--- src/logic/fbhome_regs.vh ---
// Purpose: register map, reset values and codes for the load-side homing block
// Assumes: 32-bit classic Wishbone, byte addresses
// Notes: definitions only
`ifndef FBHOME_REGS_VH
`define FBHOME_REGS_VH
`define CTRL_OFS 8'h00
`define FILT_OFS 8'h04
`define LCUM_OFS 8'h08
`define LPOS_OFS 8'h0C
`define MCUM_OFS 8'h10
`define NUMA_OFS 8'h14
`define NUMB_OFS 8'h18
`define DENA_OFS 8'h1C
`define DENB_OFS 8'h20
`define MGEAR_OFS 8'h24
`define SHLO_OFS 8'h28
`define SHHI_OFS 8'h2C
`define REV_OFS 8'h30
`define HPOS_OFS 8'h34
`define STAT_OFS 8'h38
`define MASK_OFS 8'h3C
`define STATE_OFS 8'h40
`define CTRL_START_BIT 0
`define CTRL_TYPE_LSB 1
`define CTRL_DOG_BIT 3
`define CTRL_NOREF_BIT 4
`define CTRL_DIR_BIT 5
`define ST_DONE_BIT 0
`define ST_ERR_BIT 1
`define ST_REF_BIT 2
`define FILT_RST 13'h000A
`define FILT_MIN 13'h0001
`define FILT_DUAL_MAX 13'h1193
`define FILT_FULL 13'h1194
`define GEAR_RST 16'h0001
`define REV_RST 32'h00001000
`define ENC_ABS 2'h0
`define ENC_INC 2'h1
`define ENC_ROT 2'h2
`endif

--- src/logic/sync_stage.v ---
// Purpose: two-flop synchroniser for a group of pin inputs
// Assumes: inputs asynchronous to CLK_IN
// Notes: first stage feeds only the second stage
`timescale 1ns/1ns
module sync_stage #(
	parameter WIDTH = 1
) (
	input wire clk_in, // block clock
	input wire rst_n_in, // synchronous reset, active low
	input wire [WIDTH-1:0] async_in, // raw pin levels
	output reg [WIDTH-1:0] sync_out // levels safe to use
);
	reg [WIDTH-1:0] meta_reg; // first stage, read by sync_out only

	// two stages against metastability
	always @(posedge clk_in) begin
		if (!rst_n_in) begin
			meta_reg <= {WIDTH{1'b0}};
			sync_out <= {WIDTH{1'b0}};
		end else begin
			meta_reg <= async_in;
			sync_out <= meta_reg;
		end
	end
endmodule // sync_stage

--- src/logic/fb_home.v ---
// Purpose: load-side feedback counting, filter mode select and homing
// Assumes: encoder delivers up/down step strobes and a reference mark level
// Notes: classic Wishbone slave, one wait state on every access
`timescale 1ns/1ns
`include "fbhome_regs.vh"
// Contract
// clear load position counter at reference mark
// count load-side pulses, driven or not
// filter 1..4499 dual, 4500 fully closed
// filter setting resets to ten
// user keeps filter below half loop gain
// homing uses only load-side data
// setup crosses reference before dog off
// absolute: grid per revolution from zero
// absolute dog homing: nearest grid after off
// incremental: grid from first crossed mark
// home is nearest grid plus shift
// no reference mark: only non-Z homing; code refuses dog homing with noref for the incremental type only
// controller jogs to opposite end first
// geared motor count tracks load count
// user picks 4096..67108864 pulses per rev
// flag error when dog homing saw no mark
module fb_home (
	input wire CLK_IN, // 100 MHz clock
	input wire RST_N_IN, // synchronous reset, active low
	input wire WB_CYC_IN, // wishbone cycle
	input wire WB_STB_IN, // wishbone strobe
	input wire WB_WE_IN, // wishbone write enable
	input wire [7:0] WB_ADR_IN, // byte address
	input wire [3:0] WB_SEL_IN, // byte lanes
	input wire [31:0] WB_DAT_IN, // write data
	output reg [31:0] WB_DAT_OUT, // read data
	output reg WB_ACK_OUT, // acknowledge
	input wire LOAD_UP_IN, // load encoder step forward
	input wire LOAD_DN_IN, // load encoder step back
	input wire LOAD_REF_IN, // load reference mark or z phase
	input wire MOTOR_UP_IN, // motor encoder step forward
	input wire MOTOR_DN_IN, // motor encoder step back
	input wire DOG_IN, // proximity dog
	output reg DUAL_FB_OUT, // dual feedback mode
	output reg FULL_CLOSED_OUT, // pure fully closed mode
	output wire HOMING_OUT, // homing in progress
	output reg HOME_VALID_OUT, // home position established
	output wire IRQ_OUT // level interrupt
);
	localparam S_IDLE = 2'h0; // waiting for start
	localparam S_DOGON = 2'h1; // waiting for dog on
	localparam S_DOGOFF = 2'h2; // waiting for dog off

	wire [5:0] pins; // synchronised pins
	reg [5:0] pins_d_reg; // previous pin levels
	wire l_up, l_dn, l_ref, m_up, m_dn, dog; // rising edges and dog level
	reg ack_reg; // ack flop
	reg [5:0] ctrl_reg; // start/type/dog/noref/dir
	reg [12:0] filt_reg; // dual feedback filter setting
	reg [31:0] lcum_reg; // load cumulative pulses
	reg [31:0] lpos_reg; // load position information
	reg [31:0] mcum_reg; // motor pulses before gear
	reg [31:0] mgear_reg; // motor pulses after gear
	reg signed [47:0] resid_reg; // gear remainder
	reg [15:0] numa_reg, numb_reg, dena_reg, denb_reg; // gear terms
	reg [15:0] shlo_reg, shhi_reg; // home shift distance halves
	reg [31:0] rev_reg; // load pulses per motor revolution
	reg [31:0] phase_reg; // offset inside current revolution
	reg [31:0] hpos_reg; // resulting home position
	reg [2:0] stat_reg; // sticky events
	reg [2:0] mask_reg; // interrupt enables
	reg [1:0] state_reg; // homing state
	reg ref_seen_reg; // mark crossed since start
	reg [2:0] ev_set; // events this cycle
	wire wr, rd_go; // bus write taken, read prepared
	wire [31:0] gnum, gden; // gear numerator and denominator
	wire [31:0] shift; // joined shift distance
	wire [31:0] ahead; // pulses to next grid point forward
	wire [31:0] grid_pt; // nearest grid point past dog off
	wire start; // software start request
	wire [1:0] enc_type; // load encoder kind

	sync_stage #(.WIDTH(6)) u_sync (
		.clk_in(CLK_IN),
		.rst_n_in(RST_N_IN),
		.async_in({DOG_IN, MOTOR_DN_IN, MOTOR_UP_IN, LOAD_REF_IN, LOAD_DN_IN, LOAD_UP_IN}),
		.sync_out(pins)
	);

	// edge history on synchronised levels only
	always @(posedge CLK_IN) begin
		if (!RST_N_IN) begin
			pins_d_reg <= 6'h00;
		end else begin
			pins_d_reg <= pins;
		end
	end

	assign l_up = pins[0] & ~pins_d_reg[0];
	assign l_dn = pins[1] & ~pins_d_reg[1];
	assign l_ref = pins[2] & ~pins_d_reg[2];
	assign m_up = pins[3] & ~pins_d_reg[3];
	assign m_dn = pins[4] & ~pins_d_reg[4];
	assign dog = pins[5];

	// bus: ack one cycle after strobe, write lands at the acked edge
	assign wr = WB_CYC_IN & WB_STB_IN & WB_WE_IN & ack_reg;
	assign rd_go = WB_CYC_IN & WB_STB_IN & ~ack_reg;
	assign start = wr && (WB_ADR_IN == `CTRL_OFS) && WB_SEL_IN[0] && WB_DAT_IN[`CTRL_START_BIT];
	assign enc_type = ctrl_reg[`CTRL_TYPE_LSB+1:`CTRL_TYPE_LSB];
	assign gnum = numa_reg * numb_reg;
	assign gden = dena_reg * denb_reg;
	assign shift = {shhi_reg, shlo_reg};
	assign ahead = (phase_reg == 32'h00000000) ? 32'h00000000 : rev_reg - phase_reg;
	// grid point reached next in the travel direction
	assign grid_pt = ctrl_reg[`CTRL_DIR_BIT] ? lcum_reg - phase_reg : lcum_reg + ahead;
	assign HOMING_OUT = (state_reg != S_IDLE);
	assign IRQ_OUT = |(stat_reg & mask_reg);

	// ack flop, drops the cycle after it rose
	always @(posedge CLK_IN) begin
		if (!RST_N_IN) begin
			ack_reg <= 1'b0;
		end else begin
			ack_reg <= WB_CYC_IN & WB_STB_IN & ~ack_reg;
		end
	end

	always @* WB_ACK_OUT = ack_reg; // port copy of the ack flop

	// read data loaded at the same edge that raises ack; unmapped reads zero
	always @(posedge CLK_IN) begin
		if (!RST_N_IN) begin
			WB_DAT_OUT <= 32'h00000000;
		end else if (rd_go) begin
			if (WB_ADR_IN == `CTRL_OFS) begin
				WB_DAT_OUT <= {26'h0000000, ctrl_reg};
			end else if (WB_ADR_IN == `FILT_OFS) begin
				WB_DAT_OUT <= {19'h00000, filt_reg};
			end else if (WB_ADR_IN == `LCUM_OFS) begin
				WB_DAT_OUT <= lcum_reg;
			end else if (WB_ADR_IN == `LPOS_OFS) begin
				WB_DAT_OUT <= lpos_reg;
			end else if (WB_ADR_IN == `MCUM_OFS) begin
				WB_DAT_OUT <= mcum_reg;
			end else if (WB_ADR_IN == `NUMA_OFS) begin
				WB_DAT_OUT <= {16'h0000, numa_reg};
			end else if (WB_ADR_IN == `NUMB_OFS) begin
				WB_DAT_OUT <= {16'h0000, numb_reg};
			end else if (WB_ADR_IN == `DENA_OFS) begin
				WB_DAT_OUT <= {16'h0000, dena_reg};
			end else if (WB_ADR_IN == `DENB_OFS) begin
				WB_DAT_OUT <= {16'h0000, denb_reg};
			end else if (WB_ADR_IN == `MGEAR_OFS) begin
				WB_DAT_OUT <= mgear_reg;
			end else if (WB_ADR_IN == `SHLO_OFS) begin
				WB_DAT_OUT <= {16'h0000, shlo_reg};
			end else if (WB_ADR_IN == `SHHI_OFS) begin
				WB_DAT_OUT <= {16'h0000, shhi_reg};
			end else if (WB_ADR_IN == `REV_OFS) begin
				WB_DAT_OUT <= rev_reg;
			end else if (WB_ADR_IN == `HPOS_OFS) begin
				WB_DAT_OUT <= hpos_reg;
			end else if (WB_ADR_IN == `STAT_OFS) begin
				WB_DAT_OUT <= {29'h00000000, stat_reg};
			end else if (WB_ADR_IN == `MASK_OFS) begin
				WB_DAT_OUT <= {29'h00000000, mask_reg};
			end else if (WB_ADR_IN == `STATE_OFS) begin
				WB_DAT_OUT <= {29'h00000000, ref_seen_reg, state_reg};
			end else begin
				WB_DAT_OUT <= 32'h00000000; // unmapped
			end
		end
	end

	// configuration registers
	always @(posedge CLK_IN) begin
		if (!RST_N_IN) begin
			ctrl_reg <= 6'h00;
			filt_reg <= `FILT_RST;
			numa_reg <= `GEAR_RST;
			numb_reg <= `GEAR_RST;
			dena_reg <= `GEAR_RST;
			denb_reg <= `GEAR_RST;
			shlo_reg <= 16'h0000;
			shhi_reg <= 16'h0000;
			rev_reg <= `REV_RST;
			mask_reg <= 3'h0;
		end else if (wr) begin
			if (WB_ADR_IN == `CTRL_OFS) begin
				// start bit is a strobe, never stored
				if (WB_SEL_IN[0]) begin
					ctrl_reg <= {WB_DAT_IN[5:1], 1'b0};
				end
			end else if (WB_ADR_IN == `FILT_OFS) begin
				// out-of-range settings are refused, old value kept
				if (WB_SEL_IN[1:0] == 2'h3 && WB_DAT_IN[31:13] == 19'h00000 &&
					WB_DAT_IN[12:0] >= `FILT_MIN && WB_DAT_IN[12:0] <= `FILT_FULL) begin
					filt_reg <= WB_DAT_IN[12:0];
				end
			end else if (WB_ADR_IN == `NUMA_OFS) begin
				numa_reg <= {WB_SEL_IN[1] ? WB_DAT_IN[15:8] : numa_reg[15:8],
					WB_SEL_IN[0] ? WB_DAT_IN[7:0] : numa_reg[7:0]};
			end else if (WB_ADR_IN == `NUMB_OFS) begin
				numb_reg <= {WB_SEL_IN[1] ? WB_DAT_IN[15:8] : numb_reg[15:8],
					WB_SEL_IN[0] ? WB_DAT_IN[7:0] : numb_reg[7:0]};
			end else if (WB_ADR_IN == `DENA_OFS) begin
				dena_reg <= {WB_SEL_IN[1] ? WB_DAT_IN[15:8] : dena_reg[15:8],
					WB_SEL_IN[0] ? WB_DAT_IN[7:0] : dena_reg[7:0]};
			end else if (WB_ADR_IN == `DENB_OFS) begin
				denb_reg <= {WB_SEL_IN[1] ? WB_DAT_IN[15:8] : denb_reg[15:8],
					WB_SEL_IN[0] ? WB_DAT_IN[7:0] : denb_reg[7:0]};
			end else if (WB_ADR_IN == `SHLO_OFS) begin
				shlo_reg <= {WB_SEL_IN[1] ? WB_DAT_IN[15:8] : shlo_reg[15:8],
					WB_SEL_IN[0] ? WB_DAT_IN[7:0] : shlo_reg[7:0]};
			end else if (WB_ADR_IN == `SHHI_OFS) begin
				shhi_reg <= {WB_SEL_IN[1] ? WB_DAT_IN[15:8] : shhi_reg[15:8],
					WB_SEL_IN[0] ? WB_DAT_IN[7:0] : shhi_reg[7:0]};
			end else if (WB_ADR_IN == `REV_OFS) begin
				rev_reg <= {WB_SEL_IN[3] ? WB_DAT_IN[31:24] : rev_reg[31:24],
					WB_SEL_IN[2] ? WB_DAT_IN[23:16] : rev_reg[23:16],
					WB_SEL_IN[1] ? WB_DAT_IN[15:8] : rev_reg[15:8],
					WB_SEL_IN[0] ? WB_DAT_IN[7:0] : rev_reg[7:0]};
			end else if (WB_ADR_IN == `MASK_OFS) begin
				if (WB_SEL_IN[0]) begin
					mask_reg <= WB_DAT_IN[2:0];
				end
			end
		end
	end

	// control mode from filter setting
	always @(posedge CLK_IN) begin
		if (!RST_N_IN) begin
			DUAL_FB_OUT <= 1'b0;
			FULL_CLOSED_OUT <= 1'b0;
		end else begin
			DUAL_FB_OUT <= (filt_reg >= `FILT_MIN) && (filt_reg <= `FILT_DUAL_MAX);
			FULL_CLOSED_OUT <= (filt_reg == `FILT_FULL);
		end
	end

	// load counters run whatever the motor does
	always @(posedge CLK_IN) begin
		if (!RST_N_IN) begin
			lcum_reg <= 32'h00000000;
			lpos_reg <= 32'h00000000;
		end else begin
			if (l_up && !l_dn) begin
				lcum_reg <= lcum_reg + 32'h00000001;
			end else if (l_dn && !l_up) begin
				lcum_reg <= lcum_reg - 32'h00000001;
			end
			// mark wins over a step in the same cycle
			if (l_ref) begin
				lpos_reg <= 32'h00000000;
			end else if (l_up && !l_dn) begin
				lpos_reg <= lpos_reg + 32'h00000001;
			end else if (l_dn && !l_up) begin
				lpos_reg <= lpos_reg - 32'h00000001;
			end
		end
	end

	// motor count and geared copy; one carry per clock, enough for pulse rates
	always @(posedge CLK_IN) begin
		if (!RST_N_IN) begin
			mcum_reg <= 32'h00000000;
			mgear_reg <= 32'h00000000;
			resid_reg <= 48'sh000000000000;
		end else begin
			if (m_up && !m_dn) begin
				mcum_reg <= mcum_reg + 32'h00000001;
				resid_reg <= resid_reg + $signed({16'h0000, gnum});
			end else if (m_dn && !m_up) begin
				mcum_reg <= mcum_reg - 32'h00000001;
				resid_reg <= resid_reg - $signed({16'h0000, gnum});
			end else if (resid_reg >= $signed({16'h0000, gden})) begin
				resid_reg <= resid_reg - $signed({16'h0000, gden});
				mgear_reg <= mgear_reg + 32'h00000001;
			end else if (resid_reg <= -$signed({16'h0000, gden})) begin
				resid_reg <= resid_reg + $signed({16'h0000, gden});
				mgear_reg <= mgear_reg - 32'h00000001;
			end
		end
	end

	// position inside a motor revolution, on load data only
	always @(posedge CLK_IN) begin
		if (!RST_N_IN) begin
			phase_reg <= 32'h00000000; // absolute zero is a grid point
		end else if (l_ref && HOMING_OUT && !ref_seen_reg && enc_type != `ENC_ABS) begin
			phase_reg <= 32'h00000000;
		end else if (l_up && !l_dn) begin
			phase_reg <= (phase_reg + 32'h00000001 >= rev_reg) ? 32'h00000000 :
				phase_reg + 32'h00000001;
		end else if (l_dn && !l_up) begin
			phase_reg <= (phase_reg == 32'h00000000) ? rev_reg - 32'h00000001 :
				phase_reg - 32'h00000001;
		end
	end

	// homing sequencer; motor z phase is not an input at all
	always @(posedge CLK_IN) begin
		if (!RST_N_IN) begin
			state_reg <= S_IDLE;
			ref_seen_reg <= 1'b0;
			hpos_reg <= 32'h00000000;
			HOME_VALID_OUT <= 1'b0;
			ev_set <= 3'h0;
		end else begin
			ev_set <= 3'h0;
			if (l_ref && HOMING_OUT) begin
				ref_seen_reg <= 1'b1;
				ev_set[`ST_REF_BIT] <= 1'b1;
			end
			case (state_reg)
			S_IDLE: begin
				if (start) begin
					ref_seen_reg <= 1'b0;
					HOME_VALID_OUT <= 1'b0;
					if (!WB_DAT_IN[`CTRL_DOG_BIT]) begin
						// data set type, no z needed
						hpos_reg <= lcum_reg + shift;
						HOME_VALID_OUT <= 1'b1;
						ev_set[`ST_DONE_BIT] <= 1'b1;
					end else if (WB_DAT_IN[`CTRL_NOREF_BIT] &&
						WB_DAT_IN[`CTRL_TYPE_LSB+1:`CTRL_TYPE_LSB] == `ENC_INC) begin
						ev_set[`ST_ERR_BIT] <= 1'b1;
					end else begin
						state_reg <= S_DOGON;
					end
				end
			end
			S_DOGON: begin
				if (dog) begin
					state_reg <= S_DOGOFF;
				end
			end
			S_DOGOFF: begin
				// trailing edge of dog ends the search
				if (!dog) begin
					state_reg <= S_IDLE;
					if (enc_type != `ENC_ABS && !ref_seen_reg && !l_ref) begin
						ev_set[`ST_ERR_BIT] <= 1'b1;
					end else begin
						hpos_reg <= grid_pt + shift;
						HOME_VALID_OUT <= 1'b1;
						ev_set[`ST_DONE_BIT] <= 1'b1;
					end
				end
			end
			default: begin
				state_reg <= S_IDLE;
			end
			endcase
		end
	end

	// sticky status, write one clears, a new event wins
	always @(posedge CLK_IN) begin
		if (!RST_N_IN) begin
			stat_reg <= 3'h0;
		end else if (wr && WB_ADR_IN == `STAT_OFS && WB_SEL_IN[0]) begin
			stat_reg <= (stat_reg & ~WB_DAT_IN[2:0]) | ev_set;
		end else begin
			stat_reg <= stat_reg | ev_set;
		end
	end
endmodule // fb_home

--- config.mk ---
export PLATFORM = sky130hd
export DESIGN_NAME = fb_home
export DESIGN_NICKNAME = d
export VERILOG_FILES = /design/src/logic/sync_stage.v /design/src/logic/fb_home.v
export VERILOG_INCLUDE_DIRS = /design/src /design/src/logic
export SDC_FILE = /design/constraint.sdc
export NUM_CORES = 2
export LEC_CHECK = 0
export ABC_AREA = 1
export BUFFER_PORTS_ARGS = -buffer_cell sky130_fd_sc_hd__buf_2
export CORE_MARGIN = 2
export CORE_UTILIZATION = 43
export DETAILED_ROUTE_END_ITERATION = 7
export PLACE_DENSITY = 0.57
export SLEW_MARGIN = 10
export SYNTH_ARGS = -nofsm -noshare
export SYNTH_HDL_FRONTEND = slang
export SYNTH_SLANG_ARGS = --single-unit
--- constraint.sdc ---
create_clock -name CLK_IN -period 21.9 [get_ports CLK_IN]
set_clock_uncertainty 0.15 [all_clocks]
set_input_delay 4.38 -clock CLK_IN [delete_from_list [all_inputs] [get_ports CLK_IN]]
set_output_delay 4.38 -clock CLK_IN [all_outputs]
set_load 0.01 [all_outputs]
## Word level (Yosys, flattened, before mapping)

Cells that the tools add are included.

- Add/subtract/negate cells: 21
- Multiply operators: 2
- Order comparisons: 7
- Eq/ne operators: 28
- Mux-type cells: 63
- Bitwise logic cells: 32
- Reduce and logical (&&, ||, !) cells: 62

Operator list:

| cell | count |
|---|---|
| $mux 32 | 32 |
| $mux 48 | 4 |
| $sub 32x1->32 const B | 6 |
| $add 32x1->32 const B | 5 |
| $add 32x32->32 | 3 |
| $add 48x33->48 | 2 |
| $sub 48x33->48 | 2 |
| $eq 8x6->1 const B | 8 |
| $mul 16x16->32 | 2 |
| $pmux 32 s2 | 1 |
| $sub 32x32->32 | 2 |
| $ge 48x33->1 | 1 |
| $le 48x48->1 | 1 |
| $neg 32->48 | 1 |
| $reduce_and 11->1 | 4 |
| $eq 8x5->1 const B | 4 |
| $ge 32x32->1 | 1 |
| $logic_not 32->1 | 1 |
| $ge 13x1->1 const B | 2 |
| $le 13x13->1 const B | 2 |
| $reduce_and 10->1 | 2 |
| $reduce_and 5->1 | 4 |
| $logic_and 1x1->1 | 19 |
| $logic_not 19->1 | 1 |
| 33 further kinds | 105 |

- Register bits: 451
- Input bits: 55
- Output and inout bits: 38

## Logic depth before layout (Yosys ltp)

- Depth in word-level cells: 18
- Depth in mapped cells: 58

## By module

Synthesis repeated with hierarchy kept, for this count alone.

- Cells, all modules: 9589
- Area total of the unflattened synthesis: 62844.0 um^2

Modules (own cells, without submodules):

| module | instances | cells each | area each (um^2) | sequential area each (um^2) |
|---|---|---|---|---|
| fb_home | 1 | 9552 | 62502.4 | 8788.4 |
| sync_stage | 1 | 37 | 341.6 | 240.2 |

## Least setup slack after synthesis

No wires, ideal clock.

- Path kind: register to register
- From: reg denb_reg[1]
- To: reg mgear_reg[30]
- Setup time: 0.064 ns
- Arrival time: 9.620 ns
- Required time: 21.686 ns
- Setup slack: 12.066 ns
- Cell stages (with the launch flop): 54
- Clock period less this slack: 9.834 ns
- Cell sequence: dfxtp_1 > clkbuf_1 > clkbuf_1 > nand2_1 > fa_1 > fa_1 > fa_1 > inv_1 > fa_1 > fa_1 > inv_1 > fa_1 > inv_1 > ha_1 > nand2_2 > nor2_1 > nand2_1 > nor2_1 > [18 not listed] > a21boi_2 > buf_4 > buf_4 > ha_1 > nand2_1 > nand2_1 > a31oi_1 > o21ai_0 > a21oi_1 > o21ai_0 > nand3_1 > o2111ai_1 > a21boi_0 > o21ai_0 > a21oi_1 > o21ai_0 > a21oi_1 > nor2_1

- Longest elaborated chain between the ends: 5

Ends and longest elaborated chain:

| element | RTL line | source |
|---|---|---|
| from (decl) | fb_home.v:61 | `reg [15:0] numa_reg, numb_reg, dena_reg, denb_reg;` |
| from (signal assigned) | fb_home.v:180 | `` denb_reg <= `GEAR_RST; `` |
| from (signal assigned) | fb_home.v:207 | `denb_reg <= {WB_SEL_IN[1] ? WB_DAT_IN[15:8] : denb_reg[15:8],` |
| $mul 16x16->32 * | fb_home.v:108 | `assign gden = dena_reg * denb_reg;` |
| $neg 32->48 | fb_home.v:277 | `end else if (resid_reg <= -$signed({16'h0000, gden})) begin` |
| $le 48x48->1 | fb_home.v:277 |  |
| $reduce_bool 2->1 (no source line) | n/a |  |
| $reduce_and 3->1 (no source line) | n/a |  |
| to (signal assigned) | fb_home.v:276 | `mgear_reg <= mgear_reg + 32'h00000001;` |
| to (signal assigned) | fb_home.v:279 | `mgear_reg <= mgear_reg - 32'h00000001;` |
| to (decl) | fb_home.v:59 | `reg [31:0] mgear_reg;` |

Mark *: on every way between the ends. The rest lies on a longest branch, timed or not.
A chain may end at the register's enable or synchronous reset.

## Final worst setup path

- From: reg dena_reg[6]
- To: reg mgear_reg[25]

- Longest elaborated chain between the ends: 5

Ends and longest elaborated chain:

| element | RTL line | source |
|---|---|---|
| from (decl) | fb_home.v:61 |  |
| from (signal assigned) | fb_home.v:179 | `` dena_reg <= `GEAR_RST; `` |
| from (signal assigned) | fb_home.v:204 | `dena_reg <= {WB_SEL_IN[1] ? WB_DAT_IN[15:8] : dena_reg[15:8],` |
| $mul 16x16->32 * | fb_home.v:108 |  |
| $neg 32->48 | fb_home.v:277 |  |
| $le 48x48->1 | fb_home.v:277 |  |
| $reduce_bool 2->1 (no source line) | n/a |  |
| $reduce_and 3->1 (no source line) | n/a |  |

Marks and branches as above.

==> metrics.cfg <==
[run_status]
status = finished, final reports clean

[sta]
period_share_pct = 55.2
setup_ws_ns = 9.82
maxSlewViolCount = 0
finalHoldViolations = 0
setup_viol = 0
rsz0062_at_grt = no
max_freq_mhz = 82.8
fin_crit_ns = 12.08
max-slew-margin-rel_pct = 10.4
tns_ns = 0
tightest_slew_ns = 1.34

[drt]
dr.pass1.iters = 8
drcViolationCount = 0
wl_per_cell_um = 22.7
routed-via-count = 64700
dr.first_iter.drc_count = 7178
via_per_inst = 5.73
postRouteAntennaNets = 0
drt_wl_total_mm = 257

[synthesis]
synth.largest_area_cell = dfxtp_1
yosys_warnings = 0
synth_area_per_cell_um2 = 6.56
ys_seq_area_share_pct = 14.5
ys_seq_elements = 451
synth_top_area_share_pct = 14.5
synth_area_leaders = dfxtp_1 (14%), fa_1 (13%), ha_1 (13%)
netlist_area_mm2 = 0.0625
synth_ff_type = dfxtp_1
async_flop_share_pct = 0
synth_cell_types = 67
syn-num-nets = 10600
synth_edf_count = 0
synthCells = 9523

[place]
hpwl_mm = 207
gp_congestion = 1.03
dp_slack_ns = 9.98
io_buffers = 92

[floorplan]
fp.dieH_um = 385
die_w_um = 385
io_pins = 93
core_mm2 = 0.144
die-area_mm2 = 0.148
start_util_pct = 43.4
placementRows = 139

[pwr]
power.density_mw_per_mm2 = 74.6
ir_drop_mv = 0.0960
p_int_uw = 2370
p_comb_share_pct = 57.3
finalPower_uw = 4940
power.share.switching_pct = 52.1
seq_power_share_pct = 22.0
cellLeakagePower_uw = 0.0345
switching_power_uw = 2570
clkPwrFrac_pct = 20.7

[setup_path]
arrival_ns = 12.51
reg2reg_depth = 50
r2r_start = dena_reg[6]
worstPathRequired_ns = 22.33
end_kind = flop
path_max_fanout = 68
cp-start-kind = flop
regToRegEndpoint = mgear_reg[25]
ff2ff_setup_slack_ns = 9.82
cp_slowest_cell = dfxtp_1
critPathKind = reg2reg
crit_top_cell = nand2_1
cpPeakStageDelay_ns = 0.90

[finish]
fill_cells = 15200
multi_input_area_mm2 = 0.0452
nets = 10400
register_area_mm2 = 0.00903
largest_register_ffs = 48
syn_to_final_growth_pct = 5.96
drive_gt1_share_pct = 3.85

[worst_hold_path]
min_from = u_sync.sync_out[1]
min_path_cells = 2
hold_path_end = pins_d_reg[1]
hold_path.class = reg2reg

[global_route]
grt-ovfl-total = 0
antenna_found_initial = 21
grt_max_degree = 190
grt_pass1_vias = 60500
grt_usage_pct = 34.0
grt_pass1_wl_mm = 382

[clocking]
clkLatencyLatePin_ns = 0.74
clk_path_buf_depth = 3
cts_resized = 0
holdBufCountCts = 0
postCtsSetupRepairBufs = 0
ctsHtreeMaxLevel = 2
root_buffer = clkbuf_16
cts_inserted_buffers = 56
clkSinkCount = 451
tritoncts = yes
clk_pin_slew_ns = 0.06

[run]
max_cap_violations = 0

-- per-stage QoR --
stage | area [µm²] | hold slack (ns) | util, % | std cells
after CTS | 66200 | 0.278 | 46.0 | 11300
after floorplan | 62500 | 0.240 | - | 9523
final | 66200 | 0.277 | 46.0 | 11300
after global routing | 66200 | 0.301 | 46.0 | 11300
after global placement | 64200 | 0.265 | 44.6 | 11200
after detailed placement | 64200 | 0.254 | 44.6 | 11200
-- cells in the mapped netlist, types with 54 or more instances --
master / n
dfxtp_1: 451
o21ai_0: 678
inv_1: 1760
nor2_1: 747
o21ai_1: 55
nor4_1: 56
o211ai_1: 109
a21oi_1: 987
xnor2_1: 94
xor2_1: 259
nand4_1: 115
o21a_1: 54
nand3_1: 316
nand2_1: 1869
ha_1: 634
nor3_1: 93
fa_1: 399
clkbuf_1: 311
a31oi_1: 55
-- worst max path at each step --
stage	from	endpoint	slack, ns	cells past startpoint
final	dena_reg[6]	mgear_reg[25]	9.82	50
after global routing	denb_reg[1]	mgear_reg[30]	9.02	44
after CTS	denb_reg[1]	mgear_reg[25]	9.97	48
after detailed placement	denb_reg[1]	mgear_reg[25]	9.98	48
after global placement	dena_reg[7]	mgear_reg[25]	10.09	50
after floorplan	denb_reg[1]	mgear_reg[30]	12.07	53
-- power by group through the flow --
stage	registers, µW	clock network (µW)	logic, µW
3_3_place_gp	1100	0	2710
3_5_place_dp	1100	0	2730
4_1_cts	1080	1030	2740
5_1_grt	1090	1060	3110
2_1_floorplan	997	0	1990
6_report	1090	1020	2830
-- cells by family (layout without fill, tap and decap cells) --
family / after synthesis / after routing / synth area share [%]
AO/OA/AOI/OAI: 2187 / 2187 / 19.5
XOR/XNOR: 355 / 355 / 5.00
adder cells (fa/ha/maj): 1033 / 1033 / 25.5
buffers and inverters: 2168 / 2033 / 13.2
flip-flops: 451 / 451 / 14.5
other: 0 / 12 / 0
AND/OR/NAND/NOR: 3329 / 3329 / 22.3
-- cell usage in the layout (no fill, tap or decap), drive strengths merged, types with 55 or more instances in the layout --
master	Yosys	routed
xor2	261	261
ha	634	634
a21oi	989	989
clkbuf	312	75
o211ai	109	109
dfxtp	451	451
nor3	104	104
o21ai	734	734
inv	1777	1782
nor2	764	764
a31oi	55	55
fa	399	399
buf	67	143
xnor2	94	94
nand3	322	322
nor4	56	56
nand4	120	120
nand2	1887	1887
-- critical path: cells and delay by family, from the launching register on --
| family | cells | cell delay (ns) |
|---|---|---|
| xor gates and xnor gates | 1 | 0.11 |
| and+or+nand+nor | 21 | 2.61 |
| adders and majority gates | 9 | 4.31 |
| AOI/OAI and AO/OA | 10 | 1.95 |
| DFF | 1 | 0.90 |
| buffers and inverters | 9 | 1.85 |
-- routing by layer --
layer / up-vias / wire, µm / share of wire (%) / global-route usage [%]
met2: 2932 / 105000 / 41 / 49.8
met3: 435 / 27700 / 11 / 8.51
li1: 30400 / - / - / -
met5: - / 291 / 0.11 / 1.14
met1: 30900 / 115000 / 45 / 48.7
met4: 22 / 8580 / 3.3 / 10.1
-- layout make-up --
class	instances	share of cell area, %
multi-input combinational	6904	68.3
sequential	451	13.6
inverter	1789	10.1
tap	1903	3.60
clock buffer	74	2.36
timing repair buffer	144	1.31
clock inverter	26	0.588
antenna	12	0.0454
Note: power is estimated with default switching activity, not from simulation.
